### config.mk
export PLATFORM = sky130hd
export DESIGN_NAME = ltrt_top
export DESIGN_NICKNAME = d
export VERILOG_FILES = /design/src/core/ltrt_range_select.v /design/src/core/ltrt_level_detect.v /design/src/core/ltrt_top.v
export VERILOG_INCLUDE_DIRS = /design/src /design/src/core
export SDC_FILE = /design/constraint.sdc
export NUM_CORES = 1
export LEC_CHECK = 0
export BUFFER_PORTS_ARGS = -buffer_cell sky130_fd_sc_hd__buf_2
export CORE_MARGIN = 8
export CORE_UTILIZATION = 60
export CTS_BUF_LIST = sky130_fd_sc_hd__clkbuf_8 sky130_fd_sc_hd__clkbuf_16
export CTS_CLUSTER_SIZE = 12
export DETAILED_ROUTE_END_ITERATION = 10
export PLACE_DENSITY = 0.84
export SYNTH_ARGS = -nofsm -noshare
export SYNTH_HDL_FRONTEND = slang
export SYNTH_SLANG_ARGS = --single-unit
### constraint.sdc
create_clock -name clk -period 15 [get_ports clk]
set_input_delay 2.25 -clock clk [delete_from_list [all_inputs] [get_ports clk]]
set_output_delay 2.25 -clock clk [all_outputs]
set_load 0.01 [all_outputs]
### src/core/ltrt_defines.vh
/*
 * Constants for the level trigger and reading transfer block: command codes,
 * full-scale table, power-on values and field positions of the command argument.
 * Assumes inclusion by bare name from the core modules and the test bench.
 */
// How it works
// RL1 - with level source armed, a threshold crossing in chosen direction starts measuring
// RL2 - threshold is signed whole percent, -128 to +127, step one percent
// RL3 - threshold powers up at zero percent until the host changes it
// RL4 - autorange keeps the percent; absolute level follows the range in use
// RL5 - direction picks rising or falling crossings as the trigger event
// RL6 - voltage full scales are 40 mV, 320 mV, 2.56 V, 10.24 V
// RL7 - only dc voltage and three fast resistance functions are accepted
// RL8 - expected maximum picks the range; zero selects autoranging
// RL9 - configure autozeroes once at start; autozero command autozeroes once too
// RL10 - host gives an explicit transfer count between 1 and 2147483647
// RL11 - counted transfer passes each reading on as it arrives, until count met
// RL12 - uncounted transfer waits for scan end, counts stored readings, sends all
// RL13 - any programming command except interrupt enable/disable and transfer empties the buffer
// RL14 - host never asks for bulk transfer during high-level measure commands
// RL15 - host sends one command per line and reads data promptly
// RL16 - power-on selects rear terminals; configure switches to the internal path
// RL17 - threshold is percent times active full scale, compared signed per sample
// RL18 - crossing needs two successive samples on opposite sides, in chosen direction
`ifndef LTRT_DEFINES_VH
`define LTRT_DEFINES_VH

`define LTRT_CMD_TRIGGER_THRESHOLD_PERCENT 4'h0
`define LTRT_CMD_SLOPE 4'h1
`define LTRT_CMD_FUNCTION_SELECT 4'h2
`define LTRT_CMD_AUTOZERO_COMMAND 4'h3
`define LTRT_CMD_CONFIGURE_COMMAND 4'h4
`define LTRT_CMD_TERM 4'h5
`define LTRT_CMD_TRIG 4'h6
`define LTRT_CMD_READING_COUNT 4'h7
`define LTRT_CMD_XFER 4'h8
`define LTRT_CMD_INTR_EN 4'h9
`define LTRT_CMD_INTR_DIS 4'hA

`define LTRT_FN_DCV 3'h0
`define LTRT_FN_OHM_LOW 3'h1
`define LTRT_FN_OHM_MID 3'h2
`define LTRT_FN_OHM_HIGH 3'h3

// argument fields
`define LTRT_ARG_FN_HI 26
`define LTRT_ARG_FN_LO 24
`define LTRT_ARG_MAX_HI 20
`define LTRT_ARG_MAX_LO 0
`define LTRT_ARG_TRIGGER_THRESHOLD_PERCENT_HI 7
`define LTRT_ARG_TRIGGER_THRESHOLD_PERCENT_LO 0
`define LTRT_ARG_FLAG 0

// full scales: volts in 10 uV units, ohms in ohm units
`define LTRT_FS_V0 21'h000FA0
`define LTRT_FS_V1 21'h007D00
`define LTRT_FS_V2 21'h03E800
`define LTRT_FS_V3 21'h0FA000
`define LTRT_FS_R0 21'h002710
`define LTRT_FS_R1 21'h0186A0
`define LTRT_FS_R2 21'h0F4240
`define LTRT_PCT_SCALE 40'sh0000000064

// power-on values
`define LTRT_TRIGGER_THRESHOLD_PERCENT_RST 8'h00
`define LTRT_RISING_RST 1'b1
`define LTRT_FN_RST 3'h0
`define LTRT_READING_COUNT_RST 16'h0001
`define LTRT_REAR_RST 1'b1

`endif

### src/core/ltrt_range_select.v
/*
 * Full-scale and range selection for the active function.
 * Assumes the converter reports its present range index while autoranging.
 */
`include "ltrt_defines.vh"

module ltrt_range_select (
	input wire [2:0] function_select,
	input wire [20:0] expected_max,
	input wire autorange,
	input wire [1:0] converter_range,
	output reg [1:0] range_index,
	output reg [20:0] full_scale
);
	always @* begin
		range_index = 2'h3;
		if (function_select == `LTRT_FN_DCV) begin
			if (autorange)
				range_index = converter_range; // RL4
			else if (expected_max <= `LTRT_FS_V0)
				range_index = 2'h0; // RL8
			else if (expected_max <= `LTRT_FS_V1)
				range_index = 2'h1;
			else if (expected_max <= `LTRT_FS_V2)
				range_index = 2'h2;
			case (range_index) // RL6
				2'h0: full_scale = `LTRT_FS_V0;
				2'h1: full_scale = `LTRT_FS_V1;
				2'h2: full_scale = `LTRT_FS_V2;
				default: full_scale = `LTRT_FS_V3;
			endcase
		end else begin
			range_index = function_select[1:0] - 2'h1;
			case (function_select)
				`LTRT_FN_OHM_LOW: full_scale = `LTRT_FS_R0;
				`LTRT_FN_OHM_MID: full_scale = `LTRT_FS_R1;
				default: full_scale = `LTRT_FS_R2;
			endcase
		end
	end
endmodule // ltrt_range_select

### src/core/ltrt_level_detect.v
/*
 * Level crossing detector: signed percent of full scale against each sample.
 * Assumes one sample per sample_valid pulse, in the units of the full scale.
 */
`include "ltrt_defines.vh"

module ltrt_level_detect #(
	parameter SAMPLE_W = 24
) (
	input wire clk,
	input wire rst,
	input wire restart,
	input wire sample_valid,
	input wire [SAMPLE_W-1:0] sample,
	input wire [7:0] trigger_threshold_percent,
	input wire [20:0] full_scale,
	input wire rising_direction,
	output wire crossing
);
	wire signed [39:0] sample_ext;
	wire signed [39:0] sample_scaled;
	wire signed [39:0] trigger_threshold_percent_ext;
	wire signed [39:0] fs_ext;
	wire signed [39:0] level;
	wire above;
	reg prev_above;
	reg prev_ok;

	assign sample_ext = {{(40-SAMPLE_W){sample[SAMPLE_W-1]}}, sample};
	assign sample_scaled = sample_ext * `LTRT_PCT_SCALE;
	assign trigger_threshold_percent_ext = {{32{trigger_threshold_percent[7]}}, trigger_threshold_percent};
	assign fs_ext = {19'h00000, full_scale};
	// percent times full scale, both sides scaled by 100
	assign level = trigger_threshold_percent_ext * fs_ext; // RL17
	assign above = sample_scaled >= level; // RL17

	// RL18
	assign crossing = sample_valid && prev_ok && !restart &&
		(rising_direction ? (above && !prev_above) : (!above && prev_above)); // RL5

	always @(posedge clk) begin
		if (rst || restart) begin
			prev_ok <= 1'b0;
			prev_above <= 1'b0;
		end else if (sample_valid) begin
			prev_ok <= 1'b1;
			prev_above <= above;
		end
	end
endmodule // ltrt_level_detect

### src/core/ltrt_top.v
/*
 * Level trigger, measurement sequencing, reading buffer and bulk transfer.
 * Assumes commands arrive as single-cycle strobes with argument, samples
 * come from the converter one per sample_valid, and the host drains readings
 * with a valid/ready handshake.
 */
`include "ltrt_defines.vh"

module ltrt_top #(
	parameter SAMPLE_W = 24,
	parameter DEPTH = 16,
	parameter PTR_W = 4
) (
	input wire clk,
	input wire rst,
	input wire cmd_valid,
	input wire [3:0] cmd_code,
	input wire [31:0] cmd_arg,
	output reg cmd_error,
	input wire sample_valid,
	input wire [SAMPLE_W-1:0] sample,
	input wire [1:0] converter_range,
	output reg [1:0] range_select,
	output reg [20:0] active_full_scale,
	output reg autorange,
	output reg [2:0] function_select,
	output reg [7:0] trigger_threshold_percent,
	output reg rising_direction,
	output reg level_source,
	output reg rear_terminal_input,
	output reg autozero_start,
	output reg measure_start,
	output reg measuring,
	output reg scan_complete,
	output reg interrupt_enable,
	output reg [15:0] reading_count,
	output reg [PTR_W:0] stored_count,
	output reg transfer_busy,
	output reg reading_valid,
	output reg [SAMPLE_W-1:0] reading_data,
	input wire reading_ready
);
	localparam ST_IDLE = 2'h0;
	localparam ST_ARMED = 2'h1;
	localparam ST_MEAS = 2'h2;

	localparam XS_IDLE = 2'h0;
	localparam XS_COUNT = 2'h1;
	localparam XS_WAIT_ALL = 2'h2;

	reg [1:0] state;
	reg [1:0] next_state;
	reg [1:0] xstate;
	reg [20:0] expected_max;
	reg [15:0] taken;
	reg [30:0] remaining;
	reg [SAMPLE_W-1:0] mem [0:DEPTH-1];
	reg [PTR_W-1:0] wr_ptr;
	reg [PTR_W-1:0] rd_ptr;

	wire [1:0] range_index;
	wire [20:0] full_scale;
	wire crossing;
	wire fn_ok;
	wire clears_buffer;
	wire is_cmd;
	wire buf_full;
	wire buf_empty;
	wire push;
	wire pop;
	wire out_free;
	wire [2:0] arg_fn;

	assign is_cmd = cmd_valid;
	assign arg_fn = cmd_arg[`LTRT_ARG_FN_HI:`LTRT_ARG_FN_LO];
	// RL7
	assign fn_ok = (arg_fn == `LTRT_FN_DCV) || (arg_fn == `LTRT_FN_OHM_LOW) ||
		(arg_fn == `LTRT_FN_OHM_MID) || (arg_fn == `LTRT_FN_OHM_HIGH);
	// RL13
	assign clears_buffer = is_cmd && (cmd_code != `LTRT_CMD_INTR_EN) &&
		(cmd_code != `LTRT_CMD_INTR_DIS) && (cmd_code != `LTRT_CMD_XFER);
	assign buf_full = stored_count == DEPTH[PTR_W:0];
	assign buf_empty = stored_count == {(PTR_W+1){1'b0}};
	// readings taken only while a scan runs; a full buffer aborts the scan
	assign push = (state == ST_MEAS) && sample_valid && !buf_full && !clears_buffer;
	assign out_free = !reading_valid || reading_ready;
	// RL11
	assign pop = (xstate == XS_COUNT) && out_free && !buf_empty &&
		(remaining != 31'h00000000) && !clears_buffer;

	ltrt_range_select u_range (
		.function_select(function_select),
		.expected_max(expected_max),
		.autorange(autorange),
		.converter_range(converter_range),
		.range_index(range_index),
		.full_scale(full_scale)
	);

	ltrt_level_detect #(
		.SAMPLE_W(SAMPLE_W)
	) u_detect (
		.clk(clk),
		.rst(rst),
		.restart(state != ST_ARMED),
		.sample_valid(sample_valid),
		.sample(sample),
		.trigger_threshold_percent(trigger_threshold_percent),
		.full_scale(full_scale),
		.rising_direction(rising_direction),
		.crossing(crossing)
	);

	// programming registers
	always @(posedge clk) begin
		if (rst) begin
			trigger_threshold_percent <= `LTRT_TRIGGER_THRESHOLD_PERCENT_RST; // RL3
			rising_direction <= `LTRT_RISING_RST;
			function_select <= `LTRT_FN_RST;
			expected_max <= 21'h000000;
			autorange <= 1'b1;
			level_source <= 1'b0;
			rear_terminal_input <= `LTRT_REAR_RST; // RL16
			reading_count <= `LTRT_READING_COUNT_RST;
			interrupt_enable <= 1'b0;
			cmd_error <= 1'b0;
			autozero_start <= 1'b0;
			range_select <= 2'h0;
			active_full_scale <= 21'h000000;
		end else begin
			autozero_start <= 1'b0;
			cmd_error <= 1'b0;
			range_select <= range_index;
			active_full_scale <= full_scale; // RL4
			if (is_cmd) begin
				case (cmd_code)
					`LTRT_CMD_TRIGGER_THRESHOLD_PERCENT:
						trigger_threshold_percent <=
							cmd_arg[`LTRT_ARG_TRIGGER_THRESHOLD_PERCENT_HI:`LTRT_ARG_TRIGGER_THRESHOLD_PERCENT_LO]; // RL2
					`LTRT_CMD_SLOPE:
						rising_direction <= cmd_arg[`LTRT_ARG_FLAG]; // RL5
					`LTRT_CMD_FUNCTION_SELECT: begin
						if (fn_ok) begin
							function_select <= arg_fn;
							expected_max <= cmd_arg[`LTRT_ARG_MAX_HI:`LTRT_ARG_MAX_LO];
							autorange <=
								cmd_arg[`LTRT_ARG_MAX_HI:`LTRT_ARG_MAX_LO] == 21'h000000; // RL8
						end else begin
							cmd_error <= 1'b1; // RL7
						end
					end
					`LTRT_CMD_AUTOZERO_COMMAND:
						autozero_start <= 1'b1; // RL9
					`LTRT_CMD_CONFIGURE_COMMAND: begin
						if (fn_ok) begin
							function_select <= arg_fn;
							expected_max <= 21'h000000;
							autorange <= 1'b1;
							rear_terminal_input <= 1'b0; // RL16
							autozero_start <= 1'b1; // RL9
						end else begin
							cmd_error <= 1'b1; // RL7
						end
					end
					`LTRT_CMD_TERM:
						rear_terminal_input <= cmd_arg[`LTRT_ARG_FLAG];
					`LTRT_CMD_TRIG:
						level_source <= cmd_arg[`LTRT_ARG_FLAG];
					`LTRT_CMD_READING_COUNT: begin
						if (cmd_arg[15:0] == 16'h0000)
							cmd_error <= 1'b1;
						else
							reading_count <= cmd_arg[15:0];
					end
					`LTRT_CMD_INTR_EN:
						interrupt_enable <= 1'b1;
					`LTRT_CMD_INTR_DIS:
						interrupt_enable <= 1'b0;
					default: begin
					end
				endcase
			end
		end
	end

	// measurement sequence
	always @* begin
		next_state = state;
		case (state)
			ST_IDLE: begin
				if (is_cmd && cmd_code == `LTRT_CMD_TRIG)
					next_state = cmd_arg[`LTRT_ARG_FLAG] ? ST_ARMED : ST_MEAS;
			end
			ST_ARMED: begin
				if (crossing)
					next_state = ST_MEAS; // RL1
			end
			ST_MEAS: begin
				if (push && taken == reading_count - 16'h0001)
					next_state = ST_IDLE;
				else if (buf_full && sample_valid)
					next_state = ST_IDLE;
			end
			default: next_state = ST_IDLE;
		endcase
		// reprogramming by any buffer-clearing command but a trigger command abandons any scan in progress
		if (clears_buffer && !(cmd_code == `LTRT_CMD_TRIG))
			next_state = ST_IDLE;
	end

	always @(posedge clk) begin
		if (rst) begin
			state <= ST_IDLE;
			taken <= 16'h0000;
			measure_start <= 1'b0;
			measuring <= 1'b0;
			scan_complete <= 1'b0;
		end else begin
			state <= next_state;
			measure_start <= (state != ST_MEAS) && (next_state == ST_MEAS); // RL1
			measuring <= next_state == ST_MEAS;
			if (next_state == ST_MEAS && state != ST_MEAS)
				taken <= 16'h0000;
			else if (push)
				taken <= taken + 16'h0001;
			if (clears_buffer)
				scan_complete <= 1'b0;
			else if (state == ST_MEAS && next_state == ST_IDLE)
				scan_complete <= 1'b1;
		end
	end

	// reading buffer
	always @(posedge clk) begin
		if (push)
			mem[wr_ptr] <= sample;
	end

	always @(posedge clk) begin
		if (rst || clears_buffer) begin
			wr_ptr <= {PTR_W{1'b0}}; // RL13
			rd_ptr <= {PTR_W{1'b0}};
			stored_count <= {(PTR_W+1){1'b0}};
		end else begin
			if (push)
				wr_ptr <= wr_ptr + {{(PTR_W-1){1'b0}}, 1'b1};
			if (pop)
				rd_ptr <= rd_ptr + {{(PTR_W-1){1'b0}}, 1'b1};
			if (push && !pop)
				stored_count <= stored_count + {{PTR_W{1'b0}}, 1'b1};
			else if (pop && !push)
				stored_count <= stored_count - {{PTR_W{1'b0}}, 1'b1};
		end
	end

	// bulk transfer
	always @(posedge clk) begin
		if (rst || clears_buffer) begin
			xstate <= XS_IDLE;
			remaining <= 31'h00000000;
			transfer_busy <= 1'b0;
			reading_valid <= 1'b0;
			reading_data <= {SAMPLE_W{1'b0}};
		end else begin
			if (reading_valid && reading_ready)
				reading_valid <= 1'b0;
			if (pop) begin
				reading_valid <= 1'b1;
				reading_data <= mem[rd_ptr];
			end
			case (xstate)
				XS_IDLE: begin
					if (is_cmd && cmd_code == `LTRT_CMD_XFER) begin
						transfer_busy <= 1'b1;
						if (cmd_arg[30:0] != 31'h00000000) begin
							remaining <= cmd_arg[30:0]; // RL10
							xstate <= XS_COUNT; // RL11
						end else begin
							xstate <= XS_WAIT_ALL; // RL12
						end
					end
				end
				XS_COUNT: begin
					if (remaining == 31'h00000000) begin
						if (out_free) begin
							xstate <= XS_IDLE;
							transfer_busy <= 1'b0;
						end
					end else if (pop) begin
						remaining <= remaining - 31'h00000001;
					end
				end
				XS_WAIT_ALL: begin
					if (scan_complete) begin
						remaining <= {{(30-PTR_W){1'b0}}, stored_count}; // RL12
						xstate <= XS_COUNT;
					end
				end
				default: xstate <= XS_IDLE;
			endcase
		end
	end
endmodule // ltrt_top

# Word-level counts from Yosys, hierarchy flattened
# Memory sizes are Yosys's and may differ from the RTL's. A register that Yosys moved wholly into a read port is not among the register bits.
# Cells that the tools add are included.
word_totals:
  memories: 1
  ramBits: 384
  register_bits: 149
  input_bits: 67
memory_table:
  columns: ["memory", "words", "word_bits", "read_ports", "rd_ports_with_merged_regs", "wr", "line_no", "source"]
  rows:
  - ["mem", 16, 24, 1, 1, 1, "ltrt_top.v:57", "reg [SAMPLE_W-1:0] mem [0:DEPTH-1];"]
classes:
  multipliers: 2
  mux: 53
  eq_ne: 38
  n_reduce_logical: 76
  order_cmp: 4
  bitwise_logic: 2
  add_sub_neg: 8
op_table:
  columns: ["operator", "n"]
  rows:
  - ["2-to-1 mux 31 bit", 5]
  - ["one-hot mux 31 bit (3 select lines)", 1]
  - ["2-to-1 mux 21 bit", 3]
  - ["nonzero test 31 bit", 2]
  - ["one-hot mux 20 bit (3 select lines)", 1]
  - ["one-hot mux 21 bit (2 select lines)", 1]
  - ["greater-or-equal comparator 40 bit", 1]
  - ["one-hot mux 20 bit (2 select lines)", 1]
  - ["2-to-1 mux 2 bit", 16]
  - ["logical NOT 31 bit", 1]
  - ["subtractor 31 x 1 -> 31 bit (second input constant)", 1]
  - ["multiplier 24 x 6 -> 30 bit (second input constant)", 1]
  - ["multiplier 8 x 22 -> 30 bit", 1]
  - ["logical AND 1 bit", 25]
  - ["less-or-equal comparator 21 x 12 -> 1 bit (second input constant)", 1]
  - ["less-or-equal comparator 21 x 15 -> 1 bit (second input constant)", 1]
  - ["less-or-equal comparator 21 x 18 -> 1 bit (second input constant)", 1]
  - ["logical NOT 21 bit", 1]
  - ["!= test 2 bit (second input constant)", 9]
  - ["adder 16 x 1 -> 16 bit (second input constant)", 1]
  - ["equality test 16 bit", 1]
  - ["equality test 4 x 3 -> 1 bit (second input constant)", 4]
  - ["logical NOT 16 bit", 1]
  - ["subtractor 16 x 1 -> 16 bit (second input constant)", 1]
  - ["other kinds (32)", 102]

# Longest topological paths before layout
# Gate-level depths: netlist of run 1.
depth:
  depth_word: 21
  mapped_depth: 39
  depth_no_buf: 38

# Hierarchy
# A second synthesis of run 1 with hierarchy kept.
hier_totals:
  cells_unflattened: 2695
  hier_area_um2: 32020.7
modules_own_cells:
  columns: ["mod", "seq_area_each_um2", "n_inst", "area_each_um2", "cells_per_inst"]
  rows:
  - ["ltrt_top", 14954.3, 1, 22499.1, 1535]
  - ["ltrt_level_detect", 40.0, 1, 8964.8, 1077]
  - ["ltrt_range_select", 0.0, 1, 556.8, 83]

# Worst setup path before layout of run 1
# Ideal clock, no wire load.
synth_timing:
  kind: "input to register"
  from: "input port converter_range[1]"
  to: "register scan_complete"
  arrival_time_ns: 9.718
  path_stages: 33
  setup_time_ns: 0.103
  required_time_ns: 14.897
  n_path_buf: 1
  setup_slack_ns: 5.178
  cell_sequence: "mux2_2 > inv_1 > ha_1 > clkbuf_1 > nor2_1 > nor2_1 > nand2_1 > a21oi_1 > and2_1 > fa_1 > fa_1 > fa_1 > inv_1 > fa_1 > inv_1 > ha_1 > a2111oi_0 > o21ai_0 > and3b_1 > o31ai_1 > o211a_1 > o21bai_1 > a21oi_1 > xor2_1 > ha_1 > nand4_1 > nor4_1 > o211ai_1 > nor2b_1 > o32a_1 > mux2i_1 > nand2_1 > a2111oi_2"
synth_between:
  elab_chain_len: 16
synth_rtl:
  columns: ["item", "line_no", "source"]
  rows:
  - ["from (decl)", "ltrt_top.v:22", "input wire [1:0] converter_range,"]
  - ["2-to-1 mux 2 bit *", "ltrt_range_select.v:18", "if (autorange)"]
  - ["2-to-1 mux 2 bit *", "ltrt_range_select.v:17", "if (function_select == `LTRT_FN_DCV) begin"]
  - ["equality test 2 bit (tied with other cells)", "ltrt_range_select.v:26", "case (range_index)"]
  - ["one-hot mux 20 bit (3 select lines) *", "ltrt_range_select.v:26", null]
  - ["2-to-1 mux 21 bit *", "ltrt_range_select.v:17", null]
  - ["multiplier 8 x 22 -> 30 bit *", "ltrt_level_detect.v:34", "assign level = trigger_threshold_percent_ext * fs_ext;"]
  - ["greater-or-equal comparator 40 bit *", "ltrt_level_detect.v:35", "assign above = sample_scaled >= level;"]
  - ["logical NOT 1 bit", "ltrt_level_detect.v:39", "(rising_direction ? (above && !prev_above) : (!above && prev_above));"]
  - ["logical AND 1 bit", "ltrt_level_detect.v:39", null]
  - ["2-to-1 mux 1 bit *", "ltrt_level_detect.v:39", null]
  - ["logical AND 1 bit *", "ltrt_level_detect.v:38", "assign crossing = sample_valid && prev_ok && !restart &&"]
  - ["2-to-1 mux 2 bit *", "ltrt_top.v:195", "if (crossing)"]
  - ["one-hot mux 2 bit (3 select lines) *", "ltrt_top.v:189", "case (state)"]
  - ["2-to-1 mux 2 bit *", "ltrt_top.v:207", "if (clears_buffer && !(cmd_code == `LTRT_CMD_TRIG))"]
  - ["logical NOT 2 bit *", "ltrt_top.v:228", "else if (state == ST_MEAS && next_state == ST_IDLE)"]
  - ["logical AND 1 bit *", "ltrt_top.v:228", null]
  - ["to (signal assigned)", "ltrt_top.v:217", "scan_complete <= 1'b0;"]
  - ["to (signal assigned)", "ltrt_top.v:227", "scan_complete <= 1'b0;"]
  - ["to (signal assigned)", "ltrt_top.v:229", "scan_complete <= 1'b1;"]
  - ["to (decl)", "ltrt_top.v:34", "output reg scan_complete,"]
# Every way passes the cells marked *; elsewhere a longest branch is shown, timed or not. The select of a mux whose other input is x is not followed.
# A chain may end at the register's enable or synchronous reset.

# Final worst setup path of run 1
layout_timing:
  from: "input port converter_range[0]"
  to: "register taken[2]"
layout_between:
  elab_chain_len: 17
layout_rtl:
  columns: ["item", "line_no", "source"]
  rows:
  - ["2-to-1 mux 2 bit *", "ltrt_range_select.v:18", null]
  - ["2-to-1 mux 2 bit *", "ltrt_range_select.v:17", null]
  - ["equality test 2 bit (tied with other cells)", "ltrt_range_select.v:26", null]
  - ["one-hot mux 20 bit (3 select lines) *", "ltrt_range_select.v:26", null]
  - ["2-to-1 mux 21 bit *", "ltrt_range_select.v:17", null]
  - ["multiplier 8 x 22 -> 30 bit *", "ltrt_level_detect.v:34", null]
  - ["greater-or-equal comparator 40 bit *", "ltrt_level_detect.v:35", null]
  - ["logical NOT 1 bit", "ltrt_level_detect.v:39", null]
  - ["logical AND 1 bit", "ltrt_level_detect.v:39", null]
  - ["2-to-1 mux 1 bit *", "ltrt_level_detect.v:39", null]
  - ["logical AND 1 bit *", "ltrt_level_detect.v:38", null]
  - ["2-to-1 mux 2 bit *", "ltrt_top.v:195", null]
  - ["one-hot mux 2 bit (3 select lines) *", "ltrt_top.v:189", null]
  - ["2-to-1 mux 2 bit *", "ltrt_top.v:207", null]
  - ["equality test 2 bit *", "ltrt_top.v:222", "if (next_state == ST_MEAS && state != ST_MEAS)"]
  - ["logical AND 1 bit *", "ltrt_top.v:222", null]
  - ["OR reduction 2 bit (no line) *", null, null]
  - ["to (signal assigned)", "ltrt_top.v:225", "taken <= taken + 16'h0001;"]
  - ["to (decl)", "ltrt_top.v:55", "reg [15:0] taken;"]
# Marked as above.

==> summary.txt, run 1 <==
Placement
  – GP Congestion: 0.9083
  – Post-DP HPWL: 50600 µm
  – I/O Buffers: 151
  – Worst slack, placed: 3557 ps

Critical path
  – Worst Setup Start Kind: input pin
  – Top Family by Delay on Critical Path: compound AO/OA/AOI/OAI gates
  – WP buf/inv: 5
  – CP Data Arrival Time: 11400 ps
  – Worst path most repeated cell: fa_1
  – Crit path kind: in -> reg
  – Crit end category: flop
  – Crit path largest cell delay: 1120 ps
  – Worst Path Required: 15440 ps
  – CP Max Fanout: 16
  – Slowest cell on the critical path: a211oi_1

Yosys
  – Synth top area share: 0.3800
  – Ys Warns: 0
  – Number of synthesized flops with an enable pin: 384
  – Most frequent cells after synthesis: edfxtp_1 (384), inv_1 (249), nor2_1 (186), ha_1 (183), nand2_1 (169)
  – Synth Register Bits: 550
  – Post-synth ARST share: 0
  – Most used DFF post-synth: edfxtp_1
  – Post-Synthesis Cells: 2535
  – Cell Area, Synth: 30350 µm²
  – Synth cell types: 85
  – Post-synth top area cell: edfxtp_1
  – Register area share after synthesis: 0.4895
  – Leading cell type by number of instances after synthesis: edfxtp_1
  – Top cells by area, synth: edfxtp_1 (38%), dfxtp_1 (11%), ha_1 (7.5%)
  – Mean Syn Cell Area: 11.97 µm²

Timing
  – Count of final max-slew check failures: 0
  – Tcrit/Tclk final: 0.7306
  – Clk_skew: 35.20 ps
  – Total negative slack: 0 ps
  – Max Freq: 91.25 MHz
  – Slew @ Worst Pin: 1370 ps
  – Final hold viol count: 0
  – Min Clock Period, post-route: 10960 ps
  – RSZ-0062 raised after global routing: no
  – Max_slew headroom: 0.08088
  – Fin worst setup slack: 4041 ps
  – Final setup vio count: 0

Route
  – Antenna-violating nets left: 0
  – Via count: 21.09k
  – Initial DRC count: 2250
  – DRC Markers: 0
  – Avg WL per Cell: 23.23 µm
  – Detailed Routing Iterations Pass 1: 5
  – DR vias/cell: 6.249
  – Drt total wl: 78410 µm

CTS
  – CTS tree: done
  – H-tree depth: 2
  – Post-CTS Setup Bufs: 0
  – TritonCTS Buffers: 55
  – Post-CTS sizing: 0
  – Num Clock Sinks: 550
  – Reg clk slew, reported paths: 60 ps
  – Worst skew pair latency: 620 ps
  – # hold bufs at CTS: 0
  – Root buf cell: clkbuf_16
  – CTS max path bufs: 3

Global routing
  – Number of global-route vias before repair: 21.55k
  – Initial antenna violation count: 5
  – Global-route wire length before repair: 121200 µm
  – GR Util All Layers: 0.2687
  – GR Overflow Total: 0
  – Largest net degree at the start of global routing: 91

Pwr
  – Reg power frac: 0.479
  – P_leak: 13.30 nW
  – VDD IR max: 88.62 µV
  – Switching Power: 0.8765 mW
  – Comb power frac: 0.141
  – Clock share of power: 0.379
  – Pint: 2.533 mW
  – Pwr Total: 3.409 mW
  – Pwr Density: 102.0 nW/µm²
  – Switching Fraction: 0.2571

Final layout
  – Area of the multi-input gates: 14120 µm²
  – Share of layout cells above drive strength 1: 0.1522
  – Total Nets Final: 3018
  – Area growth from synthesis to layout: 10.19%
  – Filler cell count: 3430
  – Post-layout util: 0.6679
  – FF+latch area: 14860 µm²

Die
  – Core ar.: 50070 µm²
  – Top Ports: 158
  – Die width: 240.9 µm
  – Die area: 58030 µm²
  – Cell row count: 82
  – Initial core utilization: 0.6061
  – Die Span Y: 240.9 µm

Worst hold path
  – Hold/Removal Path Class: reg -> reg

Run
  – Max-cap violation count: 0

Outcome
  – Status: completed
==> sequential cells by signal, indices dropped and copies added (netlist names), 2 cells and up <==
signal,cells
mem,384
remaining,31
reading_data,24
expected_max,21
reading_count,16
taken,16
active_full_scale,14
trigger_threshold_percent,8
stored_count,5
rd_ptr,4
wr_ptr,4
function_select,3
range_select,2
state,2
xstate,2
==> stage by stage <==
stage / hold slack (ps) / std cells / instance area [µm²]
floorplan: 431.6 / 2539 / 30360
global placement: 437.8 / 3271 / 31730
detailed placement: 445.7 / 3271 / 31730
CTS: 453.5 / 3372 / 33430
global route: 472.5 / 3374 / 33440
finish: 452.9 / 3375 / 33440
==> cells by family after synthesis <==
family	Yosys count	synth area share
adder cells (fa/ha/maj)	295	0.1493
buffers and inverters	369	0.04840
flip-flops	550	0.4895
multiplexers	165	0.09182
other	2	0.0002475
XOR/XNOR	96	0.02771
AND/OR/NAND/NOR	681	0.1117
AO/OA/AOI/OAI	377	0.08127
==> layer usage <==
metal	track usage	routed length, µm
met1	0.3343	28900
met2	0.4583	38800
met3	0.05012	7333
met4	0.1151	3353
met5	0	18
==> placed cells by master, fill, tap and decap left out, types with 10 or more instances in the layout <==
cell / synthesis / routed
a211oi_1: 11 / 11
a21o_1: 21 / 21
a21oi_1: 142 / 142
a221oi_1: 19 / 19
a22oi_1: 10 / 10
a311oi_1: 11 / 11
and2_1: 57 / 57
and3_1: 15 / 15
buf_2: 7 / 151
buf_4: 10 / 27
clkbuf_16: 0 / 55
dfxtp_1: 166 / 163
edfxtp_1: 384 / 384
fa_1: 112 / 112
ha_1: 183 / 183
inv_1: 249 / 283
mux2i_1: 68 / 68
mux4_2: 90 / 90
nand2_1: 169 / 169
nand2b_1: 21 / 20
nand3_1: 46 / 46
nand4_1: 17 / 17
nor2_1: 186 / 173
nor2_2: 0 / 12
nor2b_1: 35 / 34
nor3_1: 47 / 43
nor3_2: 17 / 21
nor4_1: 25 / 24
o211ai_1: 11 / 11
o21ai_0: 58 / 58
o21ai_1: 11 / 11
o31ai_1: 10 / 10
or3_1: 12 / 12
or4_1: 10 / 10
xnor2_1: 47 / 47
xor2_1: 49 / 49
==> worst register-to-register path, delay by kind of cell, from the launching register on <==
family / cells / cell delay, ps
adder cells (fa/ha/maj): 7 / 2860
AO/OA/AOI/OAI: 10 / 3710
XOR/XNOR: 1 / 280
multiplexers: 3 / 810
AND/OR/NAND/NOR: 12 / 2350
flip-flops: 1 / 310
buffers and inverters: 3 / 370
==> path summary, 6_finish.rpt <==
| check | startpoint | endpoint | slack (ps) | cells past startpoint |
|---|---|---|---|---|
| worst max-delay path | converter_range[0] | taken[2] | 4040 | 33 |
| worst min-delay path | reading_data[16] | reading_data[16] | 450 | 2 |
| worst max register to register | expected_max[0] | taken[2] | 4190 | 36 |
| worst min register to register | reading_data[16] | reading_data[16] | 450 | 2 |
==> power by group through the flow <==
stage,logic [mW],registers (mW),clock network [mW]
4_1_cts,0.476,1.63,1.30
3_5_place_dp,0.466,1.67,0
5_1_grt,0.545,1.63,1.36
6_report,0.482,1.63,1.29
3_3_place_gp,0.442,1.67,0
2_1_floorplan,0.340,1.67,0
==> area by class of cell <==
cell class / count / area share
flip-flops and latches: 550 / 0.4445
multi-input cells: 1620 / 0.4224
clock buffers: 61 / 0.04363
repair buffers: 178 / 0.02866
inverters: 251 / 0.02818
well taps: 672 / 0.02514
clock inverters: 40 / 0.007259
diodes: 3 / 0.0002245
Power figures use the tool's default switching activity.
==> inputs of run 2 (changes only) <==
==> constraint.sdc (replaced) <==
create_clock -name clk -period 10.9 [get_ports clk]
set_input_delay 1.635 -clock clk [delete_from_list [all_inputs] [get_ports clk]]
set_output_delay 1.635 -clock clk [all_outputs]
set_load 0.01 [all_outputs]
==> summary.txt, run 2 (same netlist as run 1, synthesis figures left out) <==
Pwr
  – VDD IR max: 140.0 µV (+58%)
  – Pwr Density: 143.0 nW/µm² (+40%)
  – P_leak: 13.44 nW (+1.0%)

Timing
  – WHS: 455.0 ps (+2.015 ps)
  – Max Freq: 100.8 MHz
  – Total negative slack: 0 ps (unchanged)
  – Max_slew headroom: 0.2263 (+0.1454)
  – Final hold viol count: 0 (unchanged)
  – Min Clock Period, post-route: 9921 ps
  – Tcrit/Tclk final: 0.9102
  – Slew @ Worst Pin: 1151 ps (-219.4 ps)
  – RSZ-0062 raised after global routing: no
  – Final setup vio count: 0 (unchanged)
  – Count of final max-slew check failures: 0 (unchanged)
  – Fin worst setup slack: 979.0 ps (-3062 ps)
  – Clk_skew: 45.16 ps (+9.955 ps)

Critical path
  – WP buf/inv: 6 (+1)
  – Crit end category: flop
  – Crit path kind: reg -> reg
  – CP Max Fanout: 8 (-8)
  – Crit path largest cell delay: 570 ps (-550 ps)
  – R2R Setup Slk: 980 ps (-3210 ps)
  – Slowest cell on the critical path: fa_1
  – CP Data Arrival Time: 10400 ps (-1000 ps)
  – Worst Path Required: 11380 ps (-4060 ps)
  – Top Family by Delay on Critical Path: adder cells
  – Worst Setup Start Kind: flop
  – Worst path most repeated cell: inv_1

CTS
  – TritonCTS Buffers: 56 (+1.8%)
  – Post-CTS sizing: 0 (unchanged)
  – H-tree depth: 2 (unchanged)
  – # hold bufs at CTS: 0 (unchanged)
  – CTS max path bufs: 3 (unchanged)
  – Num Clock Sinks: 550 (unchanged)
  – Post-CTS Setup Bufs: 0 (unchanged)
  – Worst skew pair latency: 630 ps (about the same)
  – Root buf cell: clkbuf_16
  – CTS tree: done
  – Reg clk slew, reported paths: 60 ps (about the same)

Global routing
  – GR Util All Layers: 0.2667 (-0.002032)
  – Global-route wire length before repair: 119600 µm (-1.3%)
  – GR Overflow Total: 0 (unchanged)
  – Largest net degree at the start of global routing: 91 (unchanged)
  – Initial antenna violation count: 3 (-2)
  – Number of global-route vias before repair: 21.45k (-0.42%)

Final layout
  – Largest Register: mem
  – FF+latch area: 14860 µm² (about the same)
  – Max reg flops: 384 (unchanged)
  – Share of layout cells above drive strength 1: 0.1594 (+0.007145)
  – Biggest regs: mem x384, remaining x31, reading_data x24
  – Most common cell after layout, fill and taps aside: edfxtp_1
  – Area growth from synthesis to layout: 10.98%
  – Total Nets Final: 3031 (+0.43%)
  – Leading cell types in the layout, fill and taps excluded: edfxtp_1 (384), inv_1 (278), ha_1 (183), nor2_1 (173), nand2_1 (169)
  – Design area: 33680 µm² (+0.72%)
  – Final non-filler cell total: 3390 (+0.44%)
  – Area of the multi-input gates: 14120 µm² (unchanged)
  – Filler cell count: 3396 (-0.99%)

Die
  – Initial core utilization: 0.6061 (unchanged)
  – Top Ports: 158 (unchanged)
  – Die width: 240.9 µm (unchanged)
  – Core ar.: 50070 µm² (unchanged)
  – Cell row count: 82 (unchanged)
  – Die area: 58030 µm² (unchanged)
  – Die Span Y: 240.9 µm (unchanged)

Placement
  – Worst slack, placed: 736.5 ps (-2821 ps)
  – Post-DP Area: 31810 µm² (+0.26%)
  – GP Congestion: 0.9016 (-0.74%)
  – Post-DP HPWL: 50530 µm (-0.15%)
  – I/O Buffers: 151 (unchanged)
  – DP Cell Count: 3282 (+0.34%)

Worst hold path
  – Hold/Removal Path Class: reg -> reg

Route
  – Drt total wl: 78270 µm (-0.18%)
  – Avg WL per Cell: 23.09 µm (-0.62%)
  – Detailed Routing Iterations Pass 1: 6 (+1)
  – Via count: 21.17k (+0.37%)
  – DRC Markers: 0 (unchanged)
  – Antenna-violating nets left: 0 (unchanged)
  – Initial DRC count: 2219 (-1.4%)
  – DR vias/cell: 6.245 (about the same)

Outcome
  – Status: completed

Run
  – Max-cap violation count: 0 (unchanged)
-- run 2: path summary, 6_finish.rpt --
kind                    startpoint               end  cells past startpoint
hold / removal    reading_data[14]  reading_data[14]                      2
setup reg to reg   expected_max[0]     scan_complete                     38
hold reg to reg   reading_data[14]  reading_data[14]                      2
setup / recovery   expected_max[0]     scan_complete                     38
-- run 2: tightest hold or removal path: cells and delay by family, from the launching register on --
kind | cells | cell delay (ps)
DFF | 1 | 310
and+or+nand+nor | 1 | 50
AOI/OAI and AO/OA | 1 | 50
-- run 2: cell type report --
| type | instances | share of cell area |
|---|---|---|
| Antenna cell | 1 | 0.00007430 |
| Clock inverter | 38 | 0.007765 |
| Clock buffer | 68 | 0.04718 |
| Multi-Input combinational cell | 1620 | 0.4194 |
| Tap cell | 672 | 0.02497 |
| Sequential cell | 550 | 0.4414 |
| Timing Repair Buffer | 190 | 0.03128 |
| Inverter | 251 | 0.02797 |
-- run 2: through the flow --
stage               utilization  power (mW)
finish                   0.6727       4.816
global route             0.6727       4.985
CTS                      0.6724       4.815
detailed placement       0.6354       2.946
global placement         0.6354       2.908
floorplan                     -       2.761
-- run 2: report_power, final --
part           switching, mW  total (mW)  leakage, nW  internal [mW]
clock network          0.808        1.89         1.01           1.08
registers            0.00859        2.25         4.79           2.24
logic                  0.409       0.680         7.63          0.271
total                   1.23        4.82         13.4           3.59
-- run 2: metal layers --
layer	track usage	part of all wire
met3	0.04635	0.091
met2	0.4547	0.50
met1	0.3337	0.37
met4	0.1153	0.040
met5	0	0.00029
